`src/uart_lms_defs.vh`:
```
// register offsets, field positions, reset values and timing counts
`ifndef UART_LMS_DEFS_VH
`define UART_LMS_DEFS_VH
// ---------------------------------------------------------------
// register byte offsets
// ---------------------------------------------------------------
`define OFS_DATA 8'h00
`define OFS_INTERRUPT_ENABLE 8'h04
`define OFS_LINE_FORMAT 8'h0c
`define OFS_MODEM_OUTPUT 8'h10
`define OFS_LINE_STATUS 8'h14
`define OFS_MODEM_INPUT 8'h18
`define OFS_DIVISOR_LOW 8'h20
`define OFS_DIVISOR_HIGH 8'h24
`define OFS_RX_INJECT 8'h28
// ---------------------------------------------------------------
// line format fields
// ---------------------------------------------------------------
`define LF_PARITY_EN 3
`define LF_EVEN 4
`define LF_FORCE 5
`define LF_BREAK 6
`define LF_DIVISOR 7
// ---------------------------------------------------------------
// modem output fields
// ---------------------------------------------------------------
`define MO_TERMINAL 0
`define MO_REQUEST 1
`define MO_GP_ONE 2
`define MO_INT_EN 3
`define MO_LOOP 4
// ---------------------------------------------------------------
// reset values and sizes
// ---------------------------------------------------------------
`define RST_LINE_FORMAT 8'h00
`define RST_MODEM_OUTPUT 8'h00
`define RST_IER 4'h0
`define RST_DIV_LOW 8'h01
`define RST_DIV_HIGH 8'h00
`define FIFO_DEPTH 16
`define FIFO_AW 4
`define CHAR_BITS 4'd10
`endif

```
`src/sync3.v`:
```
// three flip-flop input synchroniser with agreement filter
`timescale 1ns/1ps
module sync3 (
   input wire clk_in,
   input wire reset_n_in,
   input wire async_in,
   output reg level_out
);
   reg s1;
   reg s2;
   reg s3;
   // a change counts only once stages two and three agree
   always @(posedge clk_in or negedge reset_n_in) begin
      if (!reset_n_in) begin
         s1 <= 1'b1;
         s2 <= 1'b1;
         s3 <= 1'b1;
         level_out <= 1'b1;
      end else begin
         s1 <= async_in;
         s2 <= s1;
         s3 <= s2;
         if (s2 == s3) begin
            level_out <= s3;
         end
      end
   end
endmodule // sync3

```
`src/uart_line_modem_status_control.v`:
```
// one uart channel: line format, modem control and line/modem status
//
// The register addresses and the AHB-Lite slave port are this design's own decisions.
`timescale 1ns/1ps
`include "uart_lms_defs.vh"
module uart_line_modem_status_control (
   // clock and reset
   input wire clk_in,
   input wire reset_n_in,
   // ahb-lite slave
   input wire hsel_in,
   input wire [7:0] haddr_in,
   input wire [1:0] htrans_in,
   input wire hwrite_in,
   input wire [2:0] hsize_in,
   input wire [31:0] hwdata_in,
   input wire hready_in,
   output wire [31:0] hrdata_out,
   output wire hreadyout_out,
   output wire hresp_out,
   // serial line
   output reg tx_out,
   input wire rx_in,
   // modem pins, active low
   output wire terminal_ready_n_out,
   output wire request_to_send_n_out,
   input wire clear_to_send_n_in,
   input wire data_set_ready_n_in,
   input wire ring_indicator_in_n,
   input wire carrier_detect_in_n,
   // interrupt pin, output enable low while driven
   input wire interrupt_drive_select_in,
   output wire irq_out,
   output wire irq_oe_n_out
);
   // ---------------------------------------------------------------
   // registers
   // ---------------------------------------------------------------
   reg [7:0] line_format_control, modem_output_control, divisor_low_byte, divisor_high_byte;
   reg [3:0] interrupt_enable_reg, modem_delta;
   reg overrun;
   reg [7:0] rd_data;
   // ahb address phase capture
   reg dp_valid, dp_write;
   reg [7:0] dp_addr;
   wire take = hsel_in && hready_in && htrans_in[1];
   always @(posedge clk_in or negedge reset_n_in) begin
      if (!reset_n_in) begin
         dp_valid <= 1'b0;
         dp_write <= 1'b0;
         dp_addr <= 8'h00;
      end else if (hready_in) begin
         dp_valid <= take;
         dp_write <= hwrite_in;
         dp_addr <= haddr_in;
      end
   end
   // zero wait states; every access answers okay
   assign hreadyout_out = 1'b1;
   assign hresp_out = 1'b0;
   assign hrdata_out = {24'h000000, rd_data};
   wire wr = dp_valid && dp_write;
   wire divisor_sel = line_format_control[`LF_DIVISOR];
   wire wr_data = wr && (dp_addr == `OFS_DATA) && !divisor_sel;
   wire wr_div_low = wr && (dp_addr == `OFS_DATA) && divisor_sel;
   wire wr_ier = wr && (dp_addr == `OFS_INTERRUPT_ENABLE) && !divisor_sel;
   wire wr_div_high = wr && (dp_addr == `OFS_INTERRUPT_ENABLE) && divisor_sel;
   // read strobes in address phase so data is ready for the data phase
   wire rd_take = take && !hwrite_in;
   wire rd_data_reg = rd_take && (haddr_in == `OFS_DATA) && !divisor_sel;
   wire rd_line = rd_take && (haddr_in == `OFS_LINE_STATUS);
   wire rd_modem = rd_take && (haddr_in == `OFS_MODEM_INPUT);
   // ---------------------------------------------------------------
   // pin synchronisers
   // ---------------------------------------------------------------
   wire cts_n_s, dsr_n_s, ri_n_s, cd_n_s, rx_s;
   sync3 u_cts (.clk_in(clk_in), .reset_n_in(reset_n_in),
      .async_in(clear_to_send_n_in), .level_out(cts_n_s));
   sync3 u_dsr (.clk_in(clk_in), .reset_n_in(reset_n_in),
      .async_in(data_set_ready_n_in), .level_out(dsr_n_s));
   sync3 u_ri (.clk_in(clk_in), .reset_n_in(reset_n_in),
      .async_in(ring_indicator_in_n), .level_out(ri_n_s));
   sync3 u_cd (.clk_in(clk_in), .reset_n_in(reset_n_in),
      .async_in(carrier_detect_in_n), .level_out(cd_n_s));
   sync3 u_rx (.clk_in(clk_in), .reset_n_in(reset_n_in),
      .async_in(rx_in), .level_out(rx_s));
   // ---------------------------------------------------------------
   // loopback and modem outputs
   // ---------------------------------------------------------------
   wire loop = modem_output_control[`MO_LOOP];
   // pins idle high in loopback since signals are turned inward
   assign terminal_ready_n_out = loop | ~modem_output_control[`MO_TERMINAL];
   assign request_to_send_n_out = loop | ~modem_output_control[`MO_REQUEST];
   wire loop_general_out_one = ~modem_output_control[`MO_GP_ONE];
   wire loop_general_out_two = ~modem_output_control[`MO_INT_EN];
   wire request_to_send_n_out_int = ~modem_output_control[`MO_REQUEST];
   wire cts_n_i = loop ? request_to_send_n_out_int : cts_n_s;
   wire dsr_n_i = loop ? ~modem_output_control[`MO_TERMINAL] : dsr_n_s;
   wire ri_n_i = loop ? loop_general_out_one : ri_n_s;
   wire cd_n_i = loop ? loop_general_out_two : cd_n_s;
   // ---------------------------------------------------------------
   // baud tick, sixteen per bit
   // ---------------------------------------------------------------
   reg [15:0] baud_cnt;
   wire [15:0] divisor = {divisor_high_byte, divisor_low_byte};
   wire tick = (baud_cnt == 16'h0001) || (divisor == 16'h0000);
   always @(posedge clk_in or negedge reset_n_in) begin
      if (!reset_n_in) begin
         baud_cnt <= 16'h0001;
      end else if (baud_cnt <= 16'h0001) begin
         baud_cnt <= divisor;
      end else begin
         baud_cnt <= baud_cnt - 16'h0001;
      end
   end
   // ---------------------------------------------------------------
   // parity: fixed eight data bits, one stop bit
   // ---------------------------------------------------------------
   wire par_en = line_format_control[`LF_PARITY_EN];
   wire par_even = line_format_control[`LF_EVEN];
   wire par_force = line_format_control[`LF_FORCE];
   function parity_bit;
      input [7:0] d;
      parity_bit = par_force ? ~par_even : ((^d) ^ ~par_even);
   endfunction
   // ---------------------------------------------------------------
   // transmitter: one holding byte and a shift register
   // ---------------------------------------------------------------
   reg thr_full, tx_busy;
   reg [7:0] transmit_holding_reg;
   reg [10:0] tx_shift;
   reg [3:0] tx_bits, tx_sub;
   always @(posedge clk_in or negedge reset_n_in) begin
      if (!reset_n_in) begin
         thr_full <= 1'b0;
         transmit_holding_reg <= 8'h00;
         tx_busy <= 1'b0;
         tx_shift <= 11'h7ff;
         tx_bits <= 4'h0;
         tx_sub <= 4'h0;
      end else begin
         if (!tx_busy && thr_full && cts_n_i == 1'b0) begin
            tx_busy <= 1'b1;
            thr_full <= 1'b0;
            tx_shift <= par_en ? {1'b1, parity_bit(transmit_holding_reg), transmit_holding_reg, 1'b0}
                               : {2'b11, transmit_holding_reg, 1'b0};
            tx_bits <= par_en ? 4'd11 : 4'd10;
            tx_sub <= 4'h0;
         end else if (tx_busy && tick) begin
            tx_sub <= tx_sub + 4'h1;
            if (tx_sub == 4'hf) begin
               tx_shift <= {1'b1, tx_shift[10:1]};
               tx_bits <= tx_bits - 4'h1;
               if (tx_bits == 4'h1) begin
                  tx_busy <= 1'b0;
               end
            end
         end
         if (wr_data) begin
            thr_full <= 1'b1;
            transmit_holding_reg <= hwdata_in[7:0];
         end
      end
   end
   wire tx_line = line_format_control[`LF_BREAK] ? 1'b0 : tx_shift[0];
   always @(posedge clk_in or negedge reset_n_in) begin
      if (!reset_n_in) begin
         tx_out <= 1'b1;
      end else begin
         tx_out <= loop ? 1'b1 : tx_line;
      end
   end
   // ---------------------------------------------------------------
   // receiver
   // ---------------------------------------------------------------
   wire rx_line = loop ? tx_line : rx_s;
   reg rx_busy, rx_zero, break_hold, rx_done;
   reg [3:0] rx_sub, rx_bits;
   reg [9:0] rx_shift;
   reg [10:0] rx_word;
   always @(posedge clk_in or negedge reset_n_in) begin
      if (!reset_n_in) begin
         rx_busy <= 1'b0;
         rx_sub <= 4'h0;
         rx_bits <= 4'h0;
         rx_shift <= 10'h000;
         rx_zero <= 1'b1;
         break_hold <= 1'b0;
         rx_done <= 1'b0;
         rx_word <= 11'h000;
      end else begin
         rx_done <= 1'b0;
         if (rx_line) begin
            break_hold <= 1'b0;
         end
         if (!rx_busy) begin
            if (!rx_line && !break_hold && tick) begin
               rx_busy <= 1'b1;
               rx_sub <= 4'h0;
               rx_bits <= par_en ? 4'd10 : 4'd9;
               rx_zero <= 1'b1;
            end
         end else if (tick) begin
            rx_sub <= rx_sub + 4'h1;
            if (rx_sub == 4'h7) begin
               rx_shift <= {rx_line, rx_shift[9:1]};
               rx_zero <= rx_zero & ~rx_line;
               rx_bits <= rx_bits - 4'h1;
               // start high at mid-bit: tail of a zero stop bit, not a frame
               if (rx_line && rx_bits == (par_en ? 4'd10 : 4'd9)) begin
                  rx_busy <= 1'b0;
               end
               if (rx_bits == 4'h0) begin
                  rx_busy <= 1'b0;
                  rx_done <= 1'b1;
                  // bits: 0 data, 8 parity error, 9 stop low, 10 break
                  rx_word[7:0] <= par_en ? rx_shift[8:1] : rx_shift[9:2];
                  rx_word[8] <= par_en &&
                     (rx_shift[9] != parity_bit(rx_shift[8:1]));
                  rx_word[9] <= ~rx_line;
                  rx_word[10] <= rx_zero & ~rx_line;
                  break_hold <= rx_zero & ~rx_line;
               end
            end
         end
      end
   end
   // ---------------------------------------------------------------
   // receive fifo with error tags
   // ---------------------------------------------------------------
   reg [10:0] rx_mem [0:`FIFO_DEPTH-1];
   reg [`FIFO_AW-1:0] wr_ptr, rd_ptr;
   reg [`FIFO_AW:0] count, err_count;
   wire fifo_full = (count == `FIFO_DEPTH);
   wire fifo_empty = (count == 5'd0);
   wire push = rx_done && !fifo_full;
   wire pop = rd_data_reg && !fifo_empty;
   wire [10:0] head = rx_mem[rd_ptr];
   wire push_err = |rx_word[10:8];
   wire pop_err = |head[10:8];
   always @(posedge clk_in) begin
      if (push) begin
         rx_mem[wr_ptr] <= rx_word;
      end
   end
   always @(posedge clk_in or negedge reset_n_in) begin
      if (!reset_n_in) begin
         wr_ptr <= 4'h0;
         rd_ptr <= 4'h0;
         count <= 5'd0;
         err_count <= 5'd0;
      end else begin
         wr_ptr <= wr_ptr + {3'h0, push};
         rd_ptr <= rd_ptr + {3'h0, pop};
         count <= count + {4'h0, push} - {4'h0, pop};
         err_count <= err_count + {4'h0, push & push_err} - {4'h0, pop & pop_err};
      end
   end
   // ---------------------------------------------------------------
   // line and modem status flags
   // ---------------------------------------------------------------
   reg [3:0] prev_in;
   wire [3:0] now_in = {cd_n_i, ri_n_i, dsr_n_i, cts_n_i};
   wire [3:0] delta_set = {now_in[3] ^ prev_in[3], now_in[2] & ~prev_in[2],
                           now_in[1] ^ prev_in[1], now_in[0] ^ prev_in[0]};
   always @(posedge clk_in or negedge reset_n_in) begin
      if (!reset_n_in) begin
         overrun <= 1'b0;
         modem_delta <= 4'h0;
         prev_in <= 4'hf;
      end else begin
         prev_in <= now_in;
         // set wins over the read clear
         overrun <= (rx_done && fifo_full) | (overrun & ~rd_line);
         modem_delta <= delta_set | (modem_delta & {4{~rd_modem}});
      end
   end
   wire [7:0] line_status = {(err_count != 5'd0),
      !thr_full && !tx_busy,
      !thr_full,
      head[10] & ~fifo_empty, head[9] & ~fifo_empty, head[8] & ~fifo_empty,
      overrun, !fifo_empty};
   wire [7:0] modem_input_status = {~now_in, modem_delta};
   // ---------------------------------------------------------------
   // interrupt pin
   // ---------------------------------------------------------------
   wire line_irq = interrupt_enable_reg[2] && (|line_status[4:1]);
   wire modem_irq = interrupt_enable_reg[3] && (|modem_delta);
   wire rx_irq = interrupt_enable_reg[0] && !fifo_empty;
   wire tx_irq = interrupt_enable_reg[1] && !thr_full;
   assign irq_out = line_irq | modem_irq | rx_irq | tx_irq;
   // select input must be held low by the board in the other bus mode
   assign irq_oe_n_out = ~(modem_output_control[`MO_INT_EN] | interrupt_drive_select_in);
   // ---------------------------------------------------------------
   // register writes and read mux
   // ---------------------------------------------------------------
   always @(posedge clk_in or negedge reset_n_in) begin
      if (!reset_n_in) begin
         line_format_control <= `RST_LINE_FORMAT;
         modem_output_control <= `RST_MODEM_OUTPUT;
         interrupt_enable_reg <= `RST_IER;
         divisor_low_byte <= `RST_DIV_LOW;
         divisor_high_byte <= `RST_DIV_HIGH;
      end else begin
         if (wr && dp_addr == `OFS_LINE_FORMAT) begin
            line_format_control <= hwdata_in[7:0];
         end
         if (wr && dp_addr == `OFS_MODEM_OUTPUT) begin
            modem_output_control <= {3'h0, hwdata_in[4:0]};
         end
         if (wr_ier) begin
            interrupt_enable_reg <= hwdata_in[3:0];
         end
         if (wr_div_low) begin
            divisor_low_byte <= hwdata_in[7:0];
         end
         if (wr_div_high) begin
            divisor_high_byte <= hwdata_in[7:0];
         end
      end
   end
   reg [7:0] next_rd_data;
   always @* begin
      next_rd_data = 8'h00;
      case (haddr_in)
         `OFS_DATA: next_rd_data = divisor_sel ? divisor_low_byte : head[7:0];
         `OFS_INTERRUPT_ENABLE: next_rd_data = divisor_sel ? divisor_high_byte
                                                           : {4'h0, interrupt_enable_reg};
         `OFS_LINE_FORMAT: next_rd_data = line_format_control;
         `OFS_MODEM_OUTPUT: next_rd_data = modem_output_control;
         `OFS_LINE_STATUS: next_rd_data = line_status;
         `OFS_MODEM_INPUT: next_rd_data = modem_input_status;
         default: next_rd_data = 8'h00;
      endcase
   end
   always @(posedge clk_in or negedge reset_n_in) begin
      if (!reset_n_in) begin
         rd_data <= 8'h00;
      end else begin
         if (rd_take) begin
            rd_data <= next_rd_data;
         end
      end
   end
endmodule // uart_line_modem_status_control

```
`config.mk`:
```
export PLATFORM = sky130hd
export DESIGN_NAME = uart_line_modem_status_control
export DESIGN_NICKNAME = d
export VERILOG_FILES = /design/src/sync3.v /design/src/uart_line_modem_status_control.v
export VERILOG_INCLUDE_DIRS = /design/src
export SDC_FILE = /design/constraint.sdc
export NUM_CORES = 1
export LEC_CHECK = 0
export BUFFER_PORTS_ARGS = -buffer_cell sky130_fd_sc_hd__buf_2
export CAP_MARGIN = 20
export CORE_ASPECT_RATIO = 0.9
export CORE_MARGIN = 4
export CORE_UTILIZATION = 48
export CTS_CLUSTER_SIZE = 8
export DETAILED_ROUTE_END_ITERATION = 10
export GPL_ROUTABILITY_DRIVEN = 0
export GPL_TIMING_DRIVEN = 0
export PLACE_DENSITY = 0.76
export SETUP_SLACK_MARGIN = 0.4
export SYNTH_ARGS = -nofsm -noshare
export SYNTH_HDL_FRONTEND = slang
export SYNTH_SLANG_ARGS = --single-unit
export TNS_END_PERCENT = 20
```
`constraint.sdc`:
```
create_clock -name clk_in -period 3.6 [get_ports clk_in]
set_input_delay 0.36 -clock clk_in [delete_from_list [all_inputs] [get_ports clk_in]]
set_output_delay 0.36 -clock clk_in [all_outputs]
set_load 0.02 [all_outputs]
```
Yosys cells after proc, flatten, opt, wreduce, memory -nomap -nowiden
Memory sizes are Yosys's and may differ from the RTL's.
Index checks and enable logic that the tools add are counted.
W data, S select, Z words.
- output and inout port bits: 39
- bits in writable memories: 176
- input bits: 56
- register bits: 177
- memories kept: 1
- memories (memory ; depth ; bits a word ; read ports ; clocked after memory_dff ; wr ports ; line ; text):
    rx_mem ; 16 ; 11 ; 1 ; 0 ; 1 ; uart_line_modem_status_control.v:231 ; reg [10:0] rx_mem [0:`FIFO_DEPTH-1];
- equality and inequality tests: 22
- magnitude comparators: 1
- reductions and logical operators: 63
- muxes and demuxes: 59
- bitwise gates (word level): 35
- add/sub/neg operators: 11
- operator list (operator ; number):
    $mux W4 ; 12
    $pmux W8 S6 ; 1
    $mux W1 ; 37
    $mux W11 ; 3
    $eq A8 B5 Y1 const B ; 4
    $logic_and A1 B1 Y1 ; 31
    $mux W8 ; 3
    $eq A16 B1 Y1 const B ; 1
    $eq A8 B3 Y1 const B ; 2
    $eq A8 B4 Y1 const B ; 2
    $le A16 B1 Y1 const B ; 1
    $logic_not A16 Y1 ; 1
    $logic_not A8 Y1 ; 2
    $mux W16 ; 1
    $reduce_xor A8 Y1 ; 2
    $sub A16 B1 Y16 const B ; 1
    $not A1 Y1 ; 12
    $add A5 B1 Y5 ; 2
    $mux W10 ; 1
    $reduce_bool A2 Y1 ; 5
    $sub A5 B1 Y5 ; 2
    $reduce_and A3 Y1 ; 3
    $add A4 B1 Y4 ; 2
    $add A4 B1 Y4 const B ; 2
    other kinds (26) ; 58

Longest topological paths before layout
Gate-level depths: netlist of the first run.
- depth after elaboration: 8
- gate-level depth with buffers: 19
- depth with buffers taken out: 16

Cells and area by module
From an unflattened synthesis of the first run, not the netlist that was laid out.
- cells, all modules: 1086
- area total of the unflattened synthesis: 15298.4 um2
- modules (own cells, without submodules) (module ; area each (um2) ; cells each ; times used):
    uart_line_modem_status_control ; 14716.6 ; 1061 ; 1
    sync3 ; 116.4 ; 5 ; 5

Least setup slack after synthesis of the first run
Ideal clock, no wire load.
- path kind: register to register
- from: reg rd_ptr[2]
- to: reg err_count[4]
- path slack: -0.037 ns
- arrival time: 3.512 ns
- buffers on the path: 3
- cell stages (with the launch flop): 18
- period minus slack after synthesis: 3.637 ns
- cells stage by stage: dfrtp_1 > clkbuf_1 > clkbuf_1 > clkbuf_1 > mux4_2 > mux2_2 > a211oi_1 > nor2b_1 > ha_1 > inv_1 > ha_1 > inv_1 > fa_1 > inv_1 > a21oi_1 > nor2_1 > nor2_1 > xnor2_1
- cells in the longest elaborated chain, start to end: 4
- ends and longest elaborated chain (what ; line ; text):
    from (decl) ; uart_line_modem_status_control.v:232 ; reg [`FIFO_AW-1:0] wr_ptr, rd_ptr;
    from (signal assigned) ; uart_line_modem_status_control.v:254 ; rd_ptr <= rd_ptr + {3'h0, pop};
    $mem_v2 Z16 W11 ; -- ;
    $reduce_or A3 Y1 ; uart_line_modem_status_control.v:240 ; wire pop_err = |head[10:8];
    $and A1 B1 Y1 ; uart_line_modem_status_control.v:256 ; err_count <= err_count + {4'h0, push & push_err} - {4'h0, pop & pop_err};
    $sub A5 B1 Y5 ; uart_line_modem_status_control.v:256 ;
    to (signal assigned) ; uart_line_modem_status_control.v:256 ;
    to (decl) ; uart_line_modem_status_control.v:233 ; reg [`FIFO_AW:0] count, err_count;
No other way between the ends.
A chain may end at the register's enable or synchronous reset.

Worst setup path after layout of the first run
- from: reg rd_ptr[0]
- to: reg err_count[2]
Same word-level chain as after synthesis.

==> results.sh, run 1 <==
export IMPL_largest_register_ff_count=176
export IMPL_power_density_cells_nw_per_um2=533
export IMPL_worst_pin_slew_ps=1020
export IMPL_fp_row_count=61
export IMPL_netlist_area_um2=15300
export IMPL_antenna_violations_before_repair=0
export IMPL_power_mw=9.71
export IMPL_setup_crit_path_kind="flop to flop"
export IMPL_min_delay_path_depth=2
export IMPL_fillerInstances=2380
export IMPL_timing_clock_skew_ps=27.4
export IMPL_tritoncts="built"
export IMPL_cts_buffer_depth=3
export IMPL_cts_reportedPaths_clkPinSlew_ps=50
export IMPL_grt_max_degree=112
export IMPL_synth_yosys_seq_area_share=0.633
export IMPL_route_detailed_wl_per_inst_um=21.2
export IMPL_worst_endpoint_arrival_ps=3810
export IMPL_synth_flop_cell="sky130_fd_sc_hd__edfxtp_1"
export IMPL_hold_violations=0
export IMPL_clock_latency_ps=540
export IMPL_pin_count=95
export IMPL_critical_path_slowest_cell="sky130_fd_sc_hd__dfrtp_1"
export IMPL_route_antenna_remaining_nets=0
export IMPL_synth_edf_count=176
export IMPL_setup_violations_final=0
export IMPL_cp_end_kind="flop"
export IMPL_detailedPlacementHpwl_um=24600
export IMPL_required_ps=4030
export IMPL_cp_cell_instances="clkbuf_8 > buf_12 > buf_8 > mux2i_2 > a21oi_2 > a21oi_1 > a32oi_2 > a211oi_4 > nor2b_2 > ha_1 > inv_2 > ha_4 > inv_2 > fa_2 > buf_4 > buf_4 > xnor2_1"
export IMPL_result_of_the_run="completed"
export IMPL_route_detailed_drc=0
export IMPL_min_period_ps=3380
export IMPL_io_buffers=38
export IMPL_clock_tree_htree_level_count=2
export IMPL_number_of_clock_buffers_inserted_by_tritoncts=49
export IMPL_worst_setup_path_startpoint="rd_ptr[0]"
export IMPL_crit_buf_inv=7
export IMPL_cp_start_kind="flop"
export IMPL_areaGrowthSynthToFinish_pct=18.8
export IMPL_finalSetupTns_ps=0
export IMPL_maxCapViolations=0
export IMPL_final_hold_worst_slack_ps=87.8
export IMPL_grt_total_usage=0.207
export IMPL_ys_types=67
export IMPL_root_buffer_selected_by_cts="sky130_fd_sc_hd__clkbuf_16"
export IMPL_crit_reg2reg_capture="err_count[2]"
export IMPL_regMostFlops="rx_mem"
export IMPL_maximum_frequency_from_static_timing_analysis_mhz=296
export IMPL_floorplan_initialDensity=0.492
export IMPL_critical_path_max_stage_delay_ps=360
export IMPL_vdd_drop_max_uv=386
export IMPL_yosys_register_bits=351
export IMPL_syn_inst=1099
export IMPL_post_synth_cell_area_avg_um2=14.0
export IMPL_ys_async_sr_fraction=0.499
export IMPL_r2r_cells=17
export IMPL_nNetsFinal=1331
export IMPL_vias_per_cell=5.77
export IMPL_met1_track_demand_over_resource_in_global_routing=0.300
export IMPL_grt_use_met3=0.0374
export IMPL_die_w_um=196
export IMPL_via_count=9800
export IMPL_layout_area_seq_um2=9710
export IMPL_finalCritPeriodShare=0.939
export IMPL_biggestRegsByFlops="rx_mem x176, baud_cnt x16, rx_word x11"
export IMPL_hp_class="input pin to flop"
export IMPL_n_antenna_cell=0
export IMPL_detailedRoute_firstPassIterationCount=5
export IMPL_yosys_warnings=0
export IMPL_vias_in_the_first_global_route=9773
export IMPL_first_iter_violations=1058
export IMPL_core_outline_area_um2=31200
export IMPL_critical_path_reg2reg_startpoint="rd_ptr[0]"
export IMPL_final_layout_size_suffix_gt1_frac=0.259
export IMPL_overflow=0
export IMPL_groute_layer_met2_usage=0.321
export IMPL_timing_hold_worst_endpoint="dp_addr[1]"
export IMPL_regToRegSetupSlack_ps=220
export IMPL_max_slew_margin=0.320
export IMPL_design_area_um2=18200
export IMPL_power_leakage_nw=6.63
export IMPL_placed_area_um2=16400
export IMPL_hold_start="haddr_in[1]"
export IMPL_slew_violations=0
export IMPL_multi_input_combinational_cell_area_um2=5320
export IMPL_worst_path_max_fanout=10
export IMPL_drt_total_wl_um=36100
export IMPL_die_area_um2=34900
export IMPL_grt_first_pass_wirelength_um=56200
export IMPL_busiest_layer="met2"
export IMPL_floorplan_die_height_um=178
export IMPL_worst_path_dominant_cell_family="buffers and inverters"
export IMPL_unrepaired_setup_endpoints_after_global_routing="yes"
export IMPL_cts_num_sinks=351
-- cells in the final DEF (no fill, tap or decap), types with 14 or more instances in the layout --
| master | instances |
|---|---|
| sky130_fd_sc_hd__edfxtp_1 | 176 |
| sky130_fd_sc_hd__dfrtp_1 | 136 |
| sky130_fd_sc_hd__nand2_1 | 89 |
| sky130_fd_sc_hd__clkbuf_1 | 65 |
| sky130_fd_sc_hd__o21ai_0 | 64 |
| sky130_fd_sc_hd__mux2i_1 | 60 |
| sky130_fd_sc_hd__mux2_2 | 60 |
| sky130_fd_sc_hd__clkbuf_16 | 51 |
| sky130_fd_sc_hd__buf_4 | 47 |
| sky130_fd_sc_hd__xnor2_1 | 40 |
| sky130_fd_sc_hd__buf_2 | 40 |
| sky130_fd_sc_hd__nor2_1 | 39 |
| sky130_fd_sc_hd__dfstp_2 | 38 |
| sky130_fd_sc_hd__inv_1 | 34 |
| sky130_fd_sc_hd__mux4_2 | 33 |
| sky130_fd_sc_hd__conb_1 | 26 |
| sky130_fd_sc_hd__ha_1 | 22 |
| sky130_fd_sc_hd__a21oi_1 | 18 |
| sky130_fd_sc_hd__nand3_1 | 18 |
| sky130_fd_sc_hd__buf_6 | 16 |
| sky130_fd_sc_hd__nor3_1 | 14 |
| sky130_fd_sc_hd__a22oi_1 | 14 |
-- layout make-up --
type | instances | area share
clock buffers | 89 | 0.0767
clock inverters | 2 | 0.00213
well taps | 409 | 0.0281
flip-flops and latches | 351 | 0.533
inverters | 37 | 0.00762
multi-input cells | 662 | 0.292
plain buffers | 73 | 0.0290
repair buffers | 76 | 0.0318
-- synth_stat cells (all sizes together) (4+ instances only) --
| cell | number | area share |
|---|---|---|
| nor2b | 10 | 0.0041 |
| edfxtp | 176 | 0.34 |
| nand2b | 11 | 0.0045 |
| o211ai | 4 | 0.0020 |
| buf | 40 | 0.018 |
| o31ai | 6 | 0.0029 |
| xor2 | 10 | 0.0057 |
| xnor2 | 40 | 0.023 |
| a31oi | 4 | 0.0016 |
| maj3 | 5 | 0.0033 |
| mux2 | 61 | 0.045 |
| and3 | 6 | 0.0024 |
| ha | 23 | 0.019 |
| nand3 | 18 | 0.0059 |
| a21oi | 21 | 0.0071 |
| or4 | 7 | 0.0037 |
| nand2 | 89 | 0.022 |
| a211oi | 6 | 0.0038 |
| nor3 | 19 | 0.0065 |
| nor4 | 10 | 0.0041 |
| a22oi | 14 | 0.0068 |
| mux4 | 33 | 0.048 |
| inv | 37 | 0.0090 |
| dfstp | 38 | 0.065 |
| clkbuf | 33 | 0.0081 |
| mux2i | 65 | 0.042 |
| nor2 | 42 | 0.010 |
| a221oi | 11 | 0.0063 |
| o22ai | 4 | 0.0016 |
| o21ai | 71 | 0.023 |
| dfrtp | 137 | 0.22 |
-- where the power goes --
part / internal, mW / switching [mW]
registers: 4.43 / 0.196
logic: 0.385 / 0.455
clock network: 2.60 / 1.64
-- worst max-delay path by stage --
stage	to	slack (ps)	cells past startpoint
finish	err_count[2]	220	17
global route	err_count[4]	50	19
CTS	err_count[4]	280	17
detailed placement	err_count[4]	-790	17
global placement	err_count[4]	-740	17
floorplan	err_count[4]	410	16
-- kinds of logic (layout without fill, tap and decap cells) --
| family | after synthesis | count (layout) | synth area share |
|---|---|---|---|
| compound gates | 160 | 160 | 0.0661 |
| xor+xnor | 50 | 50 | 0.0285 |
| fa+ha+maj | 30 | 30 | 0.0246 |
| buf+inv | 110 | 277 | 0.0349 |
| flops | 351 | 351 | 0.633 |
| mux | 159 | 159 | 0.136 |
| other cells | 2 | 26 | 0.000489 |
| simple gates | 237 | 237 | 0.0769 |
-- per-stage QoR --
stage / util / instances / setup slack, ps
final: 0.584 / 1699 / 221
after floorplan: - / 1123 / 414
after CTS: 0.581 / 1694 / 282
after detailed placement: 0.524 / 1584 / -788
after global routing: 0.584 / 1699 / 52.1
after global placement: 0.518 / 1570 / -743
-- metal layers --
layer  vias up  share of wire
met5         -              0
li1       4332              -
met2       474           0.46
met3        70          0.091
met4         0          0.027
met1      4924           0.42
-- repair_timing --
item	in CTS	in global routing
gates resized for setup	43	16
cloned	0	0
endpoints found under the setup margin	8	6
buffers inserted	13	4
endpoints found under the hold margin	60	0
pin swaps	6	5
hold buffers	6	0
Power figures use the tool's default switching activity.
==> run 2: changes to the inputs <==
--- a/config.mk
+++ b/config.mk
@@ -11,7 +11,6 @@
 export CORE_ASPECT_RATIO = 0.9
 export CORE_MARGIN = 4
 export CORE_UTILIZATION = 48
-export CTS_CLUSTER_SIZE = 8
 export DETAILED_ROUTE_END_ITERATION = 10
 export GPL_ROUTABILITY_DRIVEN = 0
 export GPL_TIMING_DRIVEN = 0
==> constraint.sdc (replaced) <==
create_clock -name clk_in -period 3.6 [get_ports clk_in]
set_input_delay 0.72 -clock clk_in [delete_from_list [all_inputs] [get_ports clk_in]]
set_output_delay 0.72 -clock clk_in [all_outputs]
set_load 0.02 [all_outputs]
==> run 2 against run 1 <==
  * Total power decreased by 6.6%
  * Critical path depth shrank 6
  * Clock-buffer cell count is 35 lower
  * Via count shrank 1.2%
  * Global-route usage is essentially flat
  * Final area shrank 1.4%
  * Core utilization shrank 0.85 points
  * Sequential share of layout area up 0.78 points
  * Sequential cell count unchanged
  * Largest power group unchanged
==> results.sh, run 2 (synthesized netlist as in run 1, its figures left out) <==
export IMPL_result_of_the_run="completed"
export IMPL_clock_tree_htree_level_count=2
export IMPL_worst_endpoint_arrival_ps=2720
export IMPL_grt_first_pass_wirelength_um=55600
export IMPL_route_detailed_wl_per_inst_um=21.7
export IMPL_max_slew_margin=0.335
export IMPL_route_detailed_drc=0
export IMPL_holdBufCountCts=0
export IMPL_placed_area_um2=16400
export IMPL_setup_violations_final=0
export IMPL_hold_violations=0
export IMPL_timing_clock_skew_ps=24.6
export IMPL_vias_per_cell=5.79
export IMPL_die_w_um=196
export IMPL_cp_end_kind="output port"
export IMPL_finalCritPeriodShare=0.956
export IMPL_setup_crit_path_kind="flop to output port"
export IMPL_grt_max_degree=109
export IMPL_cts_num_sinks=351
export IMPL_n_antenna_cell=0
export IMPL_slew_violations=0
export IMPL_design_area_um2=18000
export IMPL_utilization_of_the_core_after_routing=0.576
export IMPL_fp_row_count=61
export IMPL_floorplan_die_height_um=178
export IMPL_via_count=9680
export IMPL_tritoncts="built"
export IMPL_areaGrowthSynthToFinish_pct=17.1
export IMPL_regMostFlops="rx_mem"
export IMPL_stdcell_count=1671
export IMPL_core_outline_area_um2=31200
export IMPL_final_cell_mix="176 x sky130_fd_sc_hd__edfxtp_1, 136 x sky130_fd_sc_hd__dfrtp_1, 89 x sky130_fd_sc_hd__nand2_1"
export IMPL_vdd_drop_max_uv=312
export IMPL_overflow=0
export IMPL_finalSetupTns_ps=0
export IMPL_cts_reportedPaths_clkPinSlew_ps=60
export IMPL_min_period_ps=3440
export IMPL_antenna_violations_before_repair=0
export IMPL_most_common_cell_after_layout_fill_and_taps_aside="sky130_fd_sc_hd__edfxtp_1"
export IMPL_drt_total_wl_um=36200
export IMPL_most_prevalent_standard_cell_on_the_critical_path="sky130_fd_sc_hd__buf_8"
export IMPL_first_iter_violations=990
export IMPL_critical_path_max_stage_delay_ps=410
export IMPL_power_mw=9.06
export IMPL_place_inst=1583
export IMPL_critical_path_slowest_cell="sky130_fd_sc_hd__dfrtp_1"
export IMPL_worst_pin_slew_ps=997
export IMPL_maxCapViolations=0
export IMPL_biggestRegsByFlops="rx_mem x176, baud_cnt x16, rx_word x11"
export IMPL_cts_buffer_depth=3
export IMPL_largest_register_ff_count=176
export IMPL_number_of_clock_buffers_inserted_by_tritoncts=36
export IMPL_pin_count=95
export IMPL_required_ps=2880
export IMPL_crit_buf_inv=5
export IMPL_io_buffers=38
export IMPL_power_leakage_nw=6.51
export IMPL_detailedPlacementHpwl_um=24700
export IMPL_worst_path_max_fanout=10
export IMPL_hp_class="input pin to async pin"
export IMPL_worst_path_dominant_cell_family="buffers and inverters"
export IMPL_floorplan_initialDensity=0.492
export IMPL_cp_cell_instances="buf_8 > buf_12 > buf_8 > mux2i_1 > nand2_1 > a21oi_1 > a32oi_2 > a211oi_4 > buf_6 > o221ai_2 > buf_4"
export IMPL_vias_in_the_first_global_route=9585
export IMPL_final_layout_size_suffix_gt1_frac=0.266
export IMPL_route_antenna_remaining_nets=0
export IMPL_unrepaired_setup_endpoints_after_global_routing="yes"
export IMPL_grt_total_usage=0.207
export IMPL_detailedRoute_firstPassIterationCount=7
export IMPL_nNetsFinal=1315
export IMPL_root_buffer_selected_by_cts="sky130_fd_sc_hd__clkbuf_16"
export IMPL_clock_latency_ps=520
export IMPL_cp_start_kind="flop"
export IMPL_maximum_frequency_from_static_timing_analysis_mhz=291
export IMPL_power_density_cells_nw_per_um2=505
export IMPL_die_area_um2=34900
==> run 2: cell types whose count changed in the layout (fill, tap and decap cells not counted), moves of 3 or more <==
cell / before / now
sky130_fd_sc_hd__clkbuf_1: 65 / 36
sky130_fd_sc_hd__clkbuf_16: 51 / 40
sky130_fd_sc_hd__clkbuf_8: 3 / 6
sky130_fd_sc_hd__clkinv_1: 0 / 5
sky130_fd_sc_hd__clkinv_2: 0 / 3
sky130_fd_sc_hd__dlygate4sd3_1: 6 / 0
sky130_fd_sc_hd__inv_1: 34 / 37
sky130_fd_sc_hd__inv_2: 3 / 0
sky130_fd_sc_hd__mux2i_2: 3 / 0
==> run 2: metrics by stage <==
step,worst slack (ps),hold slack [ps]
6_report,158,159
2_1_floorplan,414,345
5_1_grt,28.7,188
3_5_place_dp,-842,347
4_1_cts,209,176
3_3_place_gp,-934,347
==> run 2: final cells by class <==
cell class              instances  area, um^2
fillers                      2341       13200
flip-flops and latches        351        9710
multi-input cells             662        5360
clock buffers                  54        1080
plain buffers                  73         553
repair buffers                 73         539
well taps                     409         512
inverters                      37         139
clock inverters                12        73.8
==> run 2: power by group <==
part           switching [mW]  total (mW)  internal (mW)
registers               0.192        4.61           4.42
clock network            1.52        3.61           2.09
logic                   0.459       0.840          0.381
==> run 2: worst paths after layout <==
path / from / end / slack (ps) / depth (start not counted)
max: rd_ptr[0] / irq_out / 160 / 11
max in group asynchronous: reset_n_in / rx_zero / 2520 / 2
min: reset_n_in / baud_cnt[9] / 160 / 1
max reg2reg: rd_ptr[0] / err_count[4] / 200 / 20
min in group clk_in: rx_in / u_rx.s1 / 300 / 1
min reg2reg: u_dsr.s1 / u_dsr.s2 / 360 / 0
==> run 2: timing repair <==
item	CTS	global route
gates cloned	0	0
gates resized for setup	43	23
pin swaps	2	7
setup buffers	7	14
setup endpoints to repair	7	6
==> run 2: layer usage <==
metal / vias to the layer above / global-route usage / wire (um)
li1: 4288 / - / -
met1: 4884 / 0.300 / 15200
met2: 452 / 0.325 / 17000
met3: 56 / 0.0404 / 3310
met4: 0 / 0.0541 / 733
met5: - / 0 / 0
==> run 3: changes to the inputs <==
--- a/config.mk
+++ b/config.mk
@@ -6,15 +6,15 @@
 export SDC_FILE = /design/constraint.sdc
 export NUM_CORES = 1
 export LEC_CHECK = 0
-export BUFFER_PORTS_ARGS = -buffer_cell sky130_fd_sc_hd__buf_2
 export CAP_MARGIN = 20
 export CORE_ASPECT_RATIO = 0.9
 export CORE_MARGIN = 4
 export CORE_UTILIZATION = 48
 export DETAILED_ROUTE_END_ITERATION = 10
+export DONT_BUFFER_PORTS = 1
 export GPL_ROUTABILITY_DRIVEN = 0
 export GPL_TIMING_DRIVEN = 0
-export PLACE_DENSITY = 0.76
+export PLACE_DENSITY = 0.73
 export SETUP_SLACK_MARGIN = 0.4
 export SYNTH_ARGS = -nofsm -noshare
 export SYNTH_HDL_FRONTEND = slang
==> run 3 against run 2 <==
  * The run now ends with hold timing left
  * Maximum frequency up 1.5%
  * Final area down 1.3%
  * First-iteration DRC count down 12%
  * Register-to-register slack better by 30 ps
  * Clock skew down 3.3 ps
  * Hold slack worse by 260 ps
  * Clock-buffer cell count down 7
  * Clock power about the same
  * Non-clock buffer count down 40
  * Combinational power down 10%
  * Sequential cell count unchanged
  * Largest cell class unchanged
==> results.sh, run 3 (synthesized netlist as in run 1, its figures left out) <==
export IMPL_timing_clock_skew_ps=21.3
export IMPL_stdcell_count=1625
export IMPL_result_of_the_run="complete, but fails checks"
export IMPL_grt_max_degree=176
export IMPL_regMostFlops="rx_mem"
export IMPL_max_slew_margin=0.334
export IMPL_timing_critical_path_to="irq_out"
export IMPL_r2r_cells=19
export IMPL_required_ps=2880
export IMPL_largest_register_ff_count=176
export IMPL_final_cell_mix="176 x sky130_fd_sc_hd__edfxtp_1, 136 x sky130_fd_sc_hd__dfrtp_1, 89 x sky130_fd_sc_hd__nand2_1"
export IMPL_finalSetupTns_ps=0
export IMPL_critical_path_max_stage_delay_ps=410
export IMPL_cts_reportedPaths_clkPinSlew_ps=60
export IMPL_overflow=0
export IMPL_most_common_cell_after_layout_fill_and_taps_aside="sky130_fd_sc_hd__edfxtp_1"
export IMPL_critical_path_slowest_cell="sky130_fd_sc_hd__dfrtp_2"
export IMPL_first_iter_violations=873
export IMPL_detailedRoute_firstPassIterationCount=5
export IMPL_grt_first_pass_wirelength_um=54300
export IMPL_maximum_frequency_from_static_timing_analysis_mhz=295
export IMPL_cts_num_sinks=351
export IMPL_grt_total_usage=0.202
export IMPL_route_antenna_remaining_nets=0
export IMPL_power_density_cells_nw_per_um2=507
export IMPL_hold_violations=137
export IMPL_design_area_um2=17700
export IMPL_regToRegSetupSlack_ps=230
export IMPL_floorplan_die_height_um=178
export IMPL_worst_endpoint_arrival_ps=2670
export IMPL_min_period_ps=3390
export IMPL_fp_row_count=61
export IMPL_cp_start_kind="flop"
export IMPL_final_layout_size_suffix_gt1_frac=0.248
export IMPL_tritoncts="built"
export IMPL_core_outline_area_um2=31200
export IMPL_cts_buffer_depth=3
export IMPL_crit_reg2reg_capture="err_count[4]"
export IMPL_clock_latency_ps=520
export IMPL_most_prevalent_standard_cell_on_the_critical_path="sky130_fd_sc_hd__buf_6"
export IMPL_slew_violations=0
export IMPL_crit_buf_inv=3
export IMPL_areaGrowthSynthToFinish_pct=15.6
export IMPL_hp_class="input pin to async pin"
export IMPL_setup_violations_final=0
export IMPL_clock_tree_htree_level_count=2
export IMPL_preCtsSetupSlack_ps=-792
export IMPL_cp_cell_instances="buf_6 > buf_4 > nor2_2 > a21oi_4 > nand3_2 > a32oi_4 > a211oi_4 > buf_6 > o221ai_4"
export IMPL_worst_path_dominant_cell_family="compound AO/OA/AOI/OAI gates"
export IMPL_route_detailed_drc=0
export IMPL_drt_total_wl_um=35900
export IMPL_path_depth=9
export IMPL_violated_checks="hold timing"
export IMPL_die_area_um2=34900
export IMPL_critical_path_reg2reg_startpoint="rd_ptr[0]"
export IMPL_floorplan_initialDensity=0.492
export IMPL_antenna_violations_before_repair=0
export IMPL_worst_path_max_fanout=10
export IMPL_unrepaired_setup_endpoints_after_global_routing="yes"
export IMPL_vias_per_cell=5.83
export IMPL_root_buffer_selected_by_cts="sky130_fd_sc_hd__clkbuf_16"
export IMPL_vias_in_the_first_global_route=9129
export IMPL_setup_crit_path_kind="flop to output port"
export IMPL_cp_end_kind="output port"
export IMPL_n_antenna_cell=0
export IMPL_worst_setup_path_startpoint="rd_ptr[1]"
export IMPL_route_detailed_wl_per_inst_um=22.1
export IMPL_io_buffers=0
export IMPL_power_leakage_nw=6.35
export IMPL_die_w_um=196
export IMPL_via_count=9469
export IMPL_vdd_drop_max_uv=448
export IMPL_nNetsFinal=1273
export IMPL_number_of_clock_buffers_inserted_by_tritoncts=34
export IMPL_utilization_of_the_core_after_routing=0.568
export IMPL_maxCapViolations=0
export IMPL_place_inst=1546
export IMPL_detailedPlacementHpwl_um=24000
export IMPL_placed_area_um2=16100
export IMPL_setup_slack_ps=208
export IMPL_finalCritPeriodShare=0.942
export IMPL_final_hold_worst_slack_ps=-102
export IMPL_pin_count=95
export IMPL_worst_pin_slew_ps=999
export IMPL_biggestRegsByFlops="rx_mem x176, baud_cnt x16, rx_word x11"
-- run 3: through the flow --
stage	power, mW	hold WS (ps)
2_1_floorplan	5.26	345
3_3_place_gp	5.39	346
3_5_place_dp	5.42	348
4_1_cts	9.05	-124
5_1_grt	9.34	-117
6_report	9.00	-102
-- run 3: how the worst min path moves through the flow --
| stage | startpoint | end |
|---|---|---|
| global placement | u_cts.s1 | u_cts.s2 |
| detailed placement | u_cd.s1 | u_cd.s2 |
| CTS | reset_n_in | rd_ptr[1] |
| floorplan | u_cd.s1 | u_cd.s2 |
| global route | reset_n_in | rd_ptr[0] |
| finish | reset_n_in | dp_addr[7] |
-- run 3: worst register-to-register path, stage by stage (launching register included) --
cell,delay (ps)
sky130_fd_sc_hd__dfrtp_1,370
sky130_fd_sc_hd__buf_6,130
sky130_fd_sc_hd__buf_12,140
sky130_fd_sc_hd__buf_12,150
sky130_fd_sc_hd__mux2i_1,190
sky130_fd_sc_hd__nand2_1,150
sky130_fd_sc_hd__a21oi_2,250
sky130_fd_sc_hd__a32oi_4,100
sky130_fd_sc_hd__a211oi_4,330
sky130_fd_sc_hd__nor2b_2,100
sky130_fd_sc_hd__ha_1,280
sky130_fd_sc_hd__inv_1,60
sky130_fd_sc_hd__ha_2,180
sky130_fd_sc_hd__inv_2,40
sky130_fd_sc_hd__fa_2,370
sky130_fd_sc_hd__inv_2,60
sky130_fd_sc_hd__a21oi_2,40
sky130_fd_sc_hd__nor2_1,110
sky130_fd_sc_hd__nor2_1,70
sky130_fd_sc_hd__xnor2_1,120
-- run 3: power by group --
group	switching (mW)	total, mW	leakage (nW)	internal [mW]
clock	1.50	3.63	0.563	2.13
combinational	0.387	0.752	2.34	0.365
sequential	0.190	4.61	3.44	4.42
total	2.08	9.00	6.35	6.92
-- run 3: final cells by class --
type	instances	area [um^2]
fillers	2392	13500
flip-flops and latches	351	9710
clock buffers	47	981
repair buffers	33	294
inverters	37	139
multi-input cells	662	5380
well taps	409	512
plain buffers	73	554
clock inverters	13	160
-- run 3: routing by layer --
layer | vias to the layer above | global-route usage | part of all wire
li1 | 4210 | - | -
met1 | 4773 | 0.304 | 0.44
met2 | 403 | 0.301 | 0.45
met3 | 83 | 0.0418 | 0.088
met4 | 0 | 0.0532 | 0.025
met5 | - | 0 | 0
-- run 3: timing repair --
item | CTS | global route
setup endpoints to repair | 8 | 6
hold endpoints to repair | 137 | 137
pin swaps | 2 | 10
buffers inserted | 8 | 10
resized for setup | 42 | 29
